==> src/rtl/hbd_pkg.sv <==
// Overview of operation
// - four bridge input modes, chosen by a two-bit field or a decoded strap level.
// - mode 00b (or strap to analog ground) gives each phase low, high or floating.
// - six-input mode: 00 and 11 float the phase, high-only drives high, low-only drives low.
// - mode 01b (or resistor strap) lets the high command pick phase low or high when the low command enables.
// - three-input mode: low command at 0 turns both gates off so the phase floats.
// - three-input mode with low command at 1: high command 0 turns on low gate, 1 the high.
// - the serial port is ready within 1 ms of enable with supply good; no transfer before.
// - a state machine inserts dead time and detects gate faults.
// - the high gate may stay on without limit, so 100% duty is allowed.
// - faults show on the active-low fault output and in readable fault detail bits.
// - configuration comes from the serial field or from the straps on the hardware variant.
// - modes 10b and 11b hand gate control to the other decoders outside this block.
package hbd_pkg;
    localparam int          CLK_HZ         = 10_000_000;
    localparam int          READY_MS       = 1;
    localparam int          READY_CYC      = CLK_HZ / 1000 * READY_MS;
    localparam int          DEAD_NS        = 100;
    localparam int          DEAD_CYC       = (DEAD_NS * (CLK_HZ / 1_000_000) + 999) / 1000;
    localparam int          GDF_NS         = 1000;
    localparam int          GDF_CYC        = GDF_NS * (CLK_HZ / 1_000_000) / 1000;
    localparam int          NPH            = 3;
    localparam logic [1:0]  MODE_6X        = 2'h0;
    localparam logic [1:0]  MODE_3X        = 2'h1;
    localparam logic [1:0]  MODE_1X        = 2'h2;
    localparam logic [1:0]  MODE_IND       = 2'h3;
    localparam logic [1:0]  STRAP_GND      = 2'h0;
    localparam logic [1:0]  STRAP_RES      = 2'h1;
    localparam logic [1:0]  STRAP_HIZ      = 2'h2;
    localparam logic [1:0]  STRAP_HIGH     = 2'h3;
    localparam int          FLT_GDF_POS    = 0;
    localparam int          FLT_EXT_POS    = 1;

    typedef enum logic [2:0] {
        ST_OFF,
        ST_DEAD,
        ST_LOW_ON,
        ST_HIGH_ON,
        ST_FAULT
    } hbd_state_t;
endpackage : hbd_pkg

==> src/rtl/hbd_decoder.sv <==
`timescale 1ns/1ps
module hbd_decoder #(
    parameter int NPH       = hbd_pkg::NPH,
    parameter int READY_CYC = hbd_pkg::READY_CYC,
    parameter int DEAD_CYC  = hbd_pkg::DEAD_CYC,
    parameter int GDF_CYC   = hbd_pkg::GDF_CYC
) (
    // clock and reset
    input  wire logic             sys_clk_i,
    input  wire logic             srst_i,
    // enable and supply
    input  wire logic             enable_i,
    input  wire logic             supply_ok_i,
    // configuration source
    input  wire logic             serial_variant_i,
    input  wire logic [1:0]       mode_field_i,
    input  wire logic [1:0]       mode_strap_i,
    // commands per phase
    input  wire logic [NPH-1:0]   high_side_command_in_i,
    input  wire logic [NPH-1:0]   low_side_command_in_i,
    // gate feedback and fault
    input  wire logic [NPH-1:0]   gate_ok_i,
    input  wire logic             ext_fault_i,
    input  wire logic             fault_clr_i,
    // gate drive
    output logic [NPH-1:0]        high_gate_drive_out_o,
    output logic [NPH-1:0]        low_gate_drive_out_o,
    // hand-over for other modes
    output logic                  other_mode_o,
    output logic [1:0]            active_mode_o,
    // status
    output logic                  fault_indicator_n_o,
    output logic [NPH+1:0]        fault_detail_o,
    output logic                  serial_ready_o
);
    function automatic logic [1:0] strap_to_mode(input logic [1:0] s);
        case (s)
            hbd_pkg::STRAP_GND: strap_to_mode = hbd_pkg::MODE_6X;
            hbd_pkg::STRAP_RES: strap_to_mode = hbd_pkg::MODE_3X;
            hbd_pkg::STRAP_HIZ: strap_to_mode = hbd_pkg::MODE_1X;
            default:            strap_to_mode = hbd_pkg::MODE_IND;
        endcase
    endfunction : strap_to_mode

    logic [1:0]     mode_ff;
    logic           mode_mine_ff;
    logic [23:0]    rdy_cnt_ff;
    logic           rdy_ff;
    logic [NPH-1:0] gdf;
    logic           ext_ff;
    logic           flt_n_ff;
    logic [NPH+1:0] detail_ff;

    // mode select from field or strap
    wire logic [1:0] sel_mode = serial_variant_i ? mode_field_i
                                                 : strap_to_mode(mode_strap_i);
    wire logic       active   = enable_i && supply_ok_i;

    always_ff @(posedge sys_clk_i)
    begin
        if (srst_i)
        begin
            mode_ff      <= hbd_pkg::MODE_6X;
            mode_mine_ff <= 1'b1;
        end
        else
        begin
            mode_ff      <= sel_mode;
            mode_mine_ff <= (sel_mode == hbd_pkg::MODE_6X)
                            || (sel_mode == hbd_pkg::MODE_3X);
        end
    end

    // serial ready timer
    always_ff @(posedge sys_clk_i)
    begin
        if (srst_i || !active)
        begin
            rdy_cnt_ff <= 24'h000000;
            rdy_ff     <= 1'b0;
        end
        else if (!rdy_ff)
        begin
            rdy_cnt_ff <= rdy_cnt_ff + 24'h000001;
            rdy_ff     <= (rdy_cnt_ff + 24'h000001 >= 24'(READY_CYC));
        end
    end

    genvar p;
    generate
        for (p = 0; p < NPH; p++)
        begin : g_ph
            wire logic hin = high_side_command_in_i[p];
            wire logic lin = low_side_command_in_i[p];
            // six-input map: both-high floats
            wire logic rh6 = hin && !lin;
            wire logic rl6 = lin && !hin;
            // three-input map: low command enables
            wire logic rh3 = lin && hin;
            wire logic rl3 = lin && !hin;
            wire logic is3 = (mode_ff == hbd_pkg::MODE_3X);
            wire logic go  = active && mode_mine_ff;
            wire logic rh  = go && (is3 ? rh3 : rh6);
            wire logic rl  = go && (is3 ? rl3 : rl6);

            hbd_phase #(
                .DEAD_CYC (DEAD_CYC),
                .GDF_CYC  (GDF_CYC)
            ) u_phase (
                .sys_clk_i             (sys_clk_i),
                .srst_i                (srst_i),
                .req_high_i            (rh),
                .req_low_i             (rl),
                .gate_ok_i             (gate_ok_i[p]),
                .fault_clr_i           (fault_clr_i),
                .high_gate_drive_out_o (high_gate_drive_out_o[p]),
                .low_gate_drive_out_o  (low_gate_drive_out_o[p]),
                .gdf_o                 (gdf[p])
            );
        end
    endgenerate

    // fault reporting, set wins over clear
    always_ff @(posedge sys_clk_i)
    begin
        if (srst_i)
        begin
            ext_ff    <= 1'b0;
            flt_n_ff  <= 1'b1;
            detail_ff <= '0;
        end
        else
        begin
            ext_ff    <= ext_fault_i || (ext_ff && !fault_clr_i);
            flt_n_ff  <= !((|gdf) || ext_fault_i || (ext_ff && !fault_clr_i));
            detail_ff <= {ext_fault_i || (ext_ff && !fault_clr_i), gdf, 1'b0};
        end
    end

    assign fault_indicator_n_o = flt_n_ff;
    assign fault_detail_o      = detail_ff;
    assign serial_ready_o      = rdy_ff;
    assign other_mode_o        = !mode_mine_ff;
    assign active_mode_o       = mode_ff;
endmodule : hbd_decoder

==> src/rtl/hbd_phase.sv <==
`timescale 1ns/1ps
module hbd_phase #(
    parameter int DEAD_CYC = hbd_pkg::DEAD_CYC,
    parameter int GDF_CYC  = hbd_pkg::GDF_CYC
) (
    // clock and reset
    input  wire logic sys_clk_i,
    input  wire logic srst_i,
    // decoded request
    input  wire logic req_high_i,
    input  wire logic req_low_i,
    input  wire logic gate_ok_i,
    input  wire logic fault_clr_i,
    // gate drive
    output logic      high_gate_drive_out_o,
    output logic      low_gate_drive_out_o,
    output logic      gdf_o
);
    hbd_pkg::hbd_state_t state_ff;
    hbd_pkg::hbd_state_t nxt_state;
    logic [7:0]          cnt_ff;
    logic [7:0]          nxt_cnt;
    logic                hi_ff;
    logic                lo_ff;

    wire logic on_state = (state_ff == hbd_pkg::ST_HIGH_ON) || (state_ff == hbd_pkg::ST_LOW_ON);
    wire logic want_same = (state_ff == hbd_pkg::ST_HIGH_ON) ? (req_high_i && !req_low_i)
                                                              : (req_low_i && !req_high_i);
    wire logic gdf_hit  = on_state && want_same && !gate_ok_i
                          && (cnt_ff >= 8'(GDF_CYC));

    always_comb
    begin
        nxt_state = state_ff;
        nxt_cnt   = cnt_ff;
        case (state_ff)
            hbd_pkg::ST_OFF:
            begin
                nxt_cnt = 8'h00;
                if (req_high_i ^ req_low_i)
                    nxt_state = hbd_pkg::ST_DEAD;
            end
            hbd_pkg::ST_DEAD:
            begin
                nxt_cnt = cnt_ff + 8'h01;
                if (!(req_high_i ^ req_low_i))
                    nxt_state = hbd_pkg::ST_OFF;
                else if (cnt_ff + 8'h01 >= 8'(DEAD_CYC))
                begin
                    nxt_state = req_high_i ? hbd_pkg::ST_HIGH_ON : hbd_pkg::ST_LOW_ON;
                    nxt_cnt   = 8'h00;
                end
            end
            hbd_pkg::ST_HIGH_ON,
            hbd_pkg::ST_LOW_ON:
            begin
                if (cnt_ff != 8'hFF)
                    nxt_cnt = cnt_ff + 8'h01;
                if (gdf_hit)
                    nxt_state = hbd_pkg::ST_FAULT;
                else if (!want_same)
                begin
                    nxt_state = hbd_pkg::ST_DEAD;
                    nxt_cnt   = 8'h00;
                end
            end
            hbd_pkg::ST_FAULT:
            begin
                nxt_cnt = 8'h00;
                if (fault_clr_i && !req_high_i && !req_low_i)
                    nxt_state = hbd_pkg::ST_OFF;
            end
            default:
            begin
                nxt_state = hbd_pkg::ST_OFF;
                nxt_cnt   = 8'h00;
            end
        endcase
    end

    always_ff @(posedge sys_clk_i)
    begin
        if (srst_i)
        begin
            state_ff <= hbd_pkg::ST_OFF;
            cnt_ff   <= 8'h00;
            hi_ff    <= 1'b0;
            lo_ff    <= 1'b0;
        end
        else
        begin
            state_ff <= nxt_state;
            cnt_ff   <= nxt_cnt;
            hi_ff    <= (nxt_state == hbd_pkg::ST_HIGH_ON);
            lo_ff    <= (nxt_state == hbd_pkg::ST_LOW_ON);
        end
    end

    assign high_gate_drive_out_o = hi_ff;
    assign low_gate_drive_out_o  = lo_ff;
    assign gdf_o                 = (state_ff == hbd_pkg::ST_FAULT);
endmodule : hbd_phase

==> config.mk <==
export PLATFORM = sky130hd
export DESIGN_NAME = hbd_decoder
export DESIGN_NICKNAME = d
export VERILOG_FILES = /design/src/rtl/hbd_pkg.sv /design/src/rtl/hbd_decoder.sv /design/src/rtl/hbd_phase.sv
export SDC_FILE = /design/constraint.sdc
export NUM_CORES = 1
export LEC_CHECK = 0
export ABC_AREA = 1
export BUFFER_PORTS_ARGS = -buffer_cell sky130_fd_sc_hd__buf_2
export CAP_MARGIN = 20
export CORE_MARGIN = 2
export CORE_UTILIZATION = 40
export DETAILED_ROUTE_END_ITERATION = 8
export GPL_TIMING_DRIVEN = 0
export PLACE_DENSITY = 0.54
export SYNTH_ARGS = -nofsm -noshare
export SYNTH_HDL_FRONTEND = slang
export SYNTH_SLANG_ARGS = --single-unit
==> constraint.sdc <==
create_clock -name sys_clk_i -period 4.4 [get_ports sys_clk_i]
set_clock_uncertainty 0.05 [all_clocks]
set_input_delay 1.32 -clock sys_clk_i [delete_from_list [all_inputs] [get_ports sys_clk_i]]
set_output_delay 1.32 -clock sys_clk_i [all_outputs]
set_load 0.05 [all_outputs]
==> metrics.json <==
{
  "sta": {
    "slew_at_the_pin_with_the_worst_max_slew_slack_ns": 0.608,
    "max_freq_ghz": 0.314,
    "max-slew-margin-rel_pct": 59.5,
    "timing.hold.ws_ns": 0.457,
    "setup_slack_ns": 1.21,
    "rsz0062_at_grt": "no",
    "drv_slew": 0,
    "setup_viol_count_final": 0,
    "final_period_minus_worst_setup_slack_ns": 3.19,
    "final_worst_path_cycle_share_pct": 72.5,
    "totalNegativeSetupSlack_ns": 0,
    "hold_viol": 0
  },
  "synthesis": {
    "ys_types": 37,
    "ys_seq_area_share_pct": 32.6,
    "synth_fa_ha_area_share_pct": 5.37,
    "synth_compound_area_share_pct": 12.6,
    "yosys.area_share.simple_pct": 34.0,
    "synth_async_sr_flop_share_pct": 0,
    "mappedNetlistNets": 718,
    "syn-mean-instance-area_um2": 6.52,
    "synth_mux_area_share_pct": 0,
    "number_of_synthesized_flops_with_an_enable_pin": 0,
    "syn_inst_count": 679,
    "dominant_combinational_cell_family_by_area_after_synthesis": "simple AND/OR/NAND/NOR gates",
    "netlist_area_um2": 4430,
    "synth.ff_latch_count": 72,
    "synth.yosys.warnings": 0,
    "post_synth_xor_area_fraction_pct": 4.16,
    "synthFlopType": "dfxtp_1"
  },
  "power": {
    "power_per_cell_area_nw_per_um2": 256,
    "p_clk_share_pct": 42.0,
    "switching_power_w": 0.000317,
    "power.sequential.fraction_pct": 51.9,
    "total_power_w": 0.00127,
    "irDropWorstVdd_uv": 165,
    "pwr-share-comb_pct": 6.0,
    "power_leakage_nw": 2.38,
    "p_int_w": 0.000953,
    "p_sw_share_pct": 25.0
  },
  "clock_network": {
    "cts.htree.levels": 3,
    "cts_tree": "built",
    "clock_sinks": 72,
    "clk_latency_ns": 0.36,
    "cts_repair_resize_count": 0,
    "clk_transition_reported_paths_ns": 0.08,
    "post_cts_setup_driven_buffer_insertion_count": 0,
    "deepest_clock_path_buffer_count": 2,
    "cts_root_buffer": "clkbuf_8",
    "tritoncts.num_buffers": 9,
    "cts-hold-fix-buffers": 0
  },
  "global_routing": {
    "grt-ovfl-total": 0,
    "grt_pass1_wl_um": 18200,
    "groute.usage.overall_pct": 19.6,
    "grt_max_degree": 13,
    "grt_antenna_before_repair": 0,
    "via_count_of_the_first_global_routing_pass": 3967
  },
  "floorplanning": {
    "die-height_um": 109,
    "num_io_pins": 36,
    "starting_density_of_the_core_pct": 40.8,
    "row_count": 38,
    "floorplan.die_area_um2": 11900,
    "core-area_um2": 10800,
    "die_width_um": 109
  },
  "critical_path": {
    "crit_path_arrival_time_ns": 3.45,
    "r2r.worst_path.cells": 15,
    "cp_cell_sequence": "buf_2, nand3_1, nor3_1, ha_1, inv_1, nor2_1, inv_1, a21oi_4, inv_2, nor2_1, o21ai_1, nand2_1, nand2_1, a21oi_2, inv_1, nor2_1",
    "critical_path.endpoint_type": "register",
    "worstSetupStartpointType": "input port",
    "path_delay_family": "simple AND/OR/NAND/NOR gates",
    "origin_of_the_worst_setup_path": "enable_i",
    "setup_crit_path_kind": "in2reg",
    "combined_buffer_and_inverter_count_along_the_critical_path": 5,
    "critPathCapture": "g_ph[2].u_phase.low_gate_drive_out_o",
    "worstReg2RegStart": "mode_mine_ff",
    "ff2ff_setup_slack_ns": 1.89,
    "critical_path.slowest_cell": "nor3_1",
    "cp_slowest_stage_delay_ns": 0.37,
    "timing.critical_path.fanout_max": 7,
    "cp.depth": 16,
    "critical_register_to_register_path_endpoint": "g_ph[2].u_phase.low_gate_drive_out_o",
    "critical_path_required_ns": 4.66
  },
  "job": {
    "cap_viol_max_count": 0
  },
  "route": {
    "first_iter_violations": 197,
    "dr_total_vias": 4327,
    "drtPass1Iterations": 5,
    "drc_errors": 0,
    "final_antenna_net_count": 0,
    "avgViaCountPerCell": 4.98,
    "totalWireLength_um": 10800,
    "wl_per_cell_um": 12.4
  },
  "cells_and_area": {
    "drive_above_1_share_pct": 11.8,
    "nets": 763,
    "area_delta_synth_final_pct": 12.2,
    "antenna_cells": 0,
    "nFillCells": 1151,
    "post_layout_nonfiller_instances": 869
  },
  "place": {
    "placement.setup.worst_slack_ns": 0.825,
    "dp_hpwl_um": 8320,
    "dp.cells": 853,
    "gpl.final_weighted_congestion": 0.824,
    "buffer_ports.inserted": 34
  },
  "status": {
    "result_of_the_run": "completed"
  },
  "min_path": {
    "min_path_type": "reg2reg"
  }
}
-- cell usage after synthesis (2+ instances only) --
| cell type | count | area share (%) |
|---|---|---|
| nand2_2 | 3 | 0.42 |
| nand4_1 | 7 | 0.99 |
| o21ai_0 | 35 | 4.0 |
| or2_2 | 3 | 0.42 |
| nand3_1 | 46 | 5.2 |
| inv_1 | 101 | 8.6 |
| nand3b_1 | 3 | 0.51 |
| nor4_1 | 2 | 0.28 |
| nor3_1 | 24 | 2.7 |
| o21ai_1 | 5 | 0.57 |
| a21oi_1 | 37 | 4.2 |
| nor2_4 | 3 | 0.76 |
| o211ai_1 | 10 | 1.7 |
| ha_1 | 19 | 5.4 |
| xor2_1 | 14 | 2.8 |
| xnor2_1 | 7 | 1.4 |
| o31ai_1 | 3 | 0.51 |
| nor2_2 | 6 | 0.85 |
| buf_4 | 8 | 1.4 |
| clkbuf_1 | 9 | 0.76 |
| inv_2 | 4 | 0.34 |
| o21a_1 | 3 | 0.51 |
| dfxtp_1 | 72 | 33 |
| nor2_1 | 97 | 8.2 |
| a21oi_2 | 2 | 0.40 |
| nand2_1 | 145 | 12 |
-- registers in the layout, summed over array words and instances, names as in the netlist --
signal and flops:
g_ph.u_phase.cnt_ff 24, rdy_cnt_ff 24, g_ph.u_phase.state_ff 9, fault_detail_o 3, g_ph.u_phase.high_gate_drive_out_o 3, g_ph.u_phase.low_gate_drive_out_o 3, active_mode_o 2, ext_ff 1
fault_indicator_n_o 1, mode_mine_ff 1, serial_ready_o 1
-- cells by family (layout without fill, tap and decap cells) --
| logic type | Yosys count | count (layout) |
|---|---|---|
| flops | 72 | 72 |
| compound gates | 98 | 98 |
| buf+inv | 124 | 174 |
| xor+xnor | 21 | 21 |
| fa+ha+maj | 19 | 19 |
| simple gates | 344 | 344 |
| other cells | 1 | 1 |
-- worst min-delay path, stage by stage, from the launching register on --
cell,delay (ns)
dfxtp_1,0.34
nand2_1,0.06
a21oi_1,0.06
-- area by class of cell --
class,instances,area (um2),share of cell area [%]
sequential,72,1440,29.0
buffer,18,98.8,1.99
multi-input combinational,483,2490,50.1
clock buffer,10,138,2.77
inverter,106,398,8.01
clock inverter,6,58.8,1.18
timing repair buffer,34,170,3.43
tap,140,175,3.53
-- layer usage --
layer	up-vias	wire length, um	GRT usage (%)
met5	-	0	0
li1	2250	-	-
met4	0	185	8.77
met1	1983	5550	26.9
met2	81	4690	29.9
met3	13	376	3.29
-- power by group through the flow --
stage	clock (W)	combinational, W	sequential [W]
3_3_place_gp	0	0.0000768	0.000675
3_5_place_dp	0	0.0000773	0.000675
4_1_cts	0.000555	0.0000779	0.000660
2_1_floorplan	0	0.0000450	0.000680
5_1_grt	0.000587	0.0000866	0.000660
6_report	0.000534	0.0000768	0.000660
-- through the flow --
step / cell area, um2 / util [%]
after global placement: 4770 / 44.0
after global routing: 4970 / 45.8
final: 4970 / 45.8
after detailed placement: 4770 / 44.0
after floorplan: 4430 / -
after CTS: 4970 / 45.8
-- worst min path at each step --
stage,startpoint,endpoint,cells past startpoint,slack (ns)
after global routing,rdy_cnt_ff[0],rdy_cnt_ff[0],2,0.48
after global placement,rdy_cnt_ff[0],rdy_cnt_ff[0],2,0.43
after floorplan,rdy_cnt_ff[23],rdy_cnt_ff[23],2,0.41
after CTS,rdy_cnt_ff[0],rdy_cnt_ff[0],2,0.46
after detailed placement,rdy_cnt_ff[0],rdy_cnt_ff[0],2,0.45
final,rdy_cnt_ff[0],rdy_cnt_ff[0],2,0.46
-- cells in the final DEF, fill, tap and decap left out, types with 19 or more instances in the layout --
cell       n
buf_2     35
nand3_1   46
nor3_1    24
nand2_1  145
nor2_1    97
a21oi_1   37
ha_1      19
dfxtp_1   72
o21ai_0   35
inv_1    101
Power figures use the tool's default switching activity.
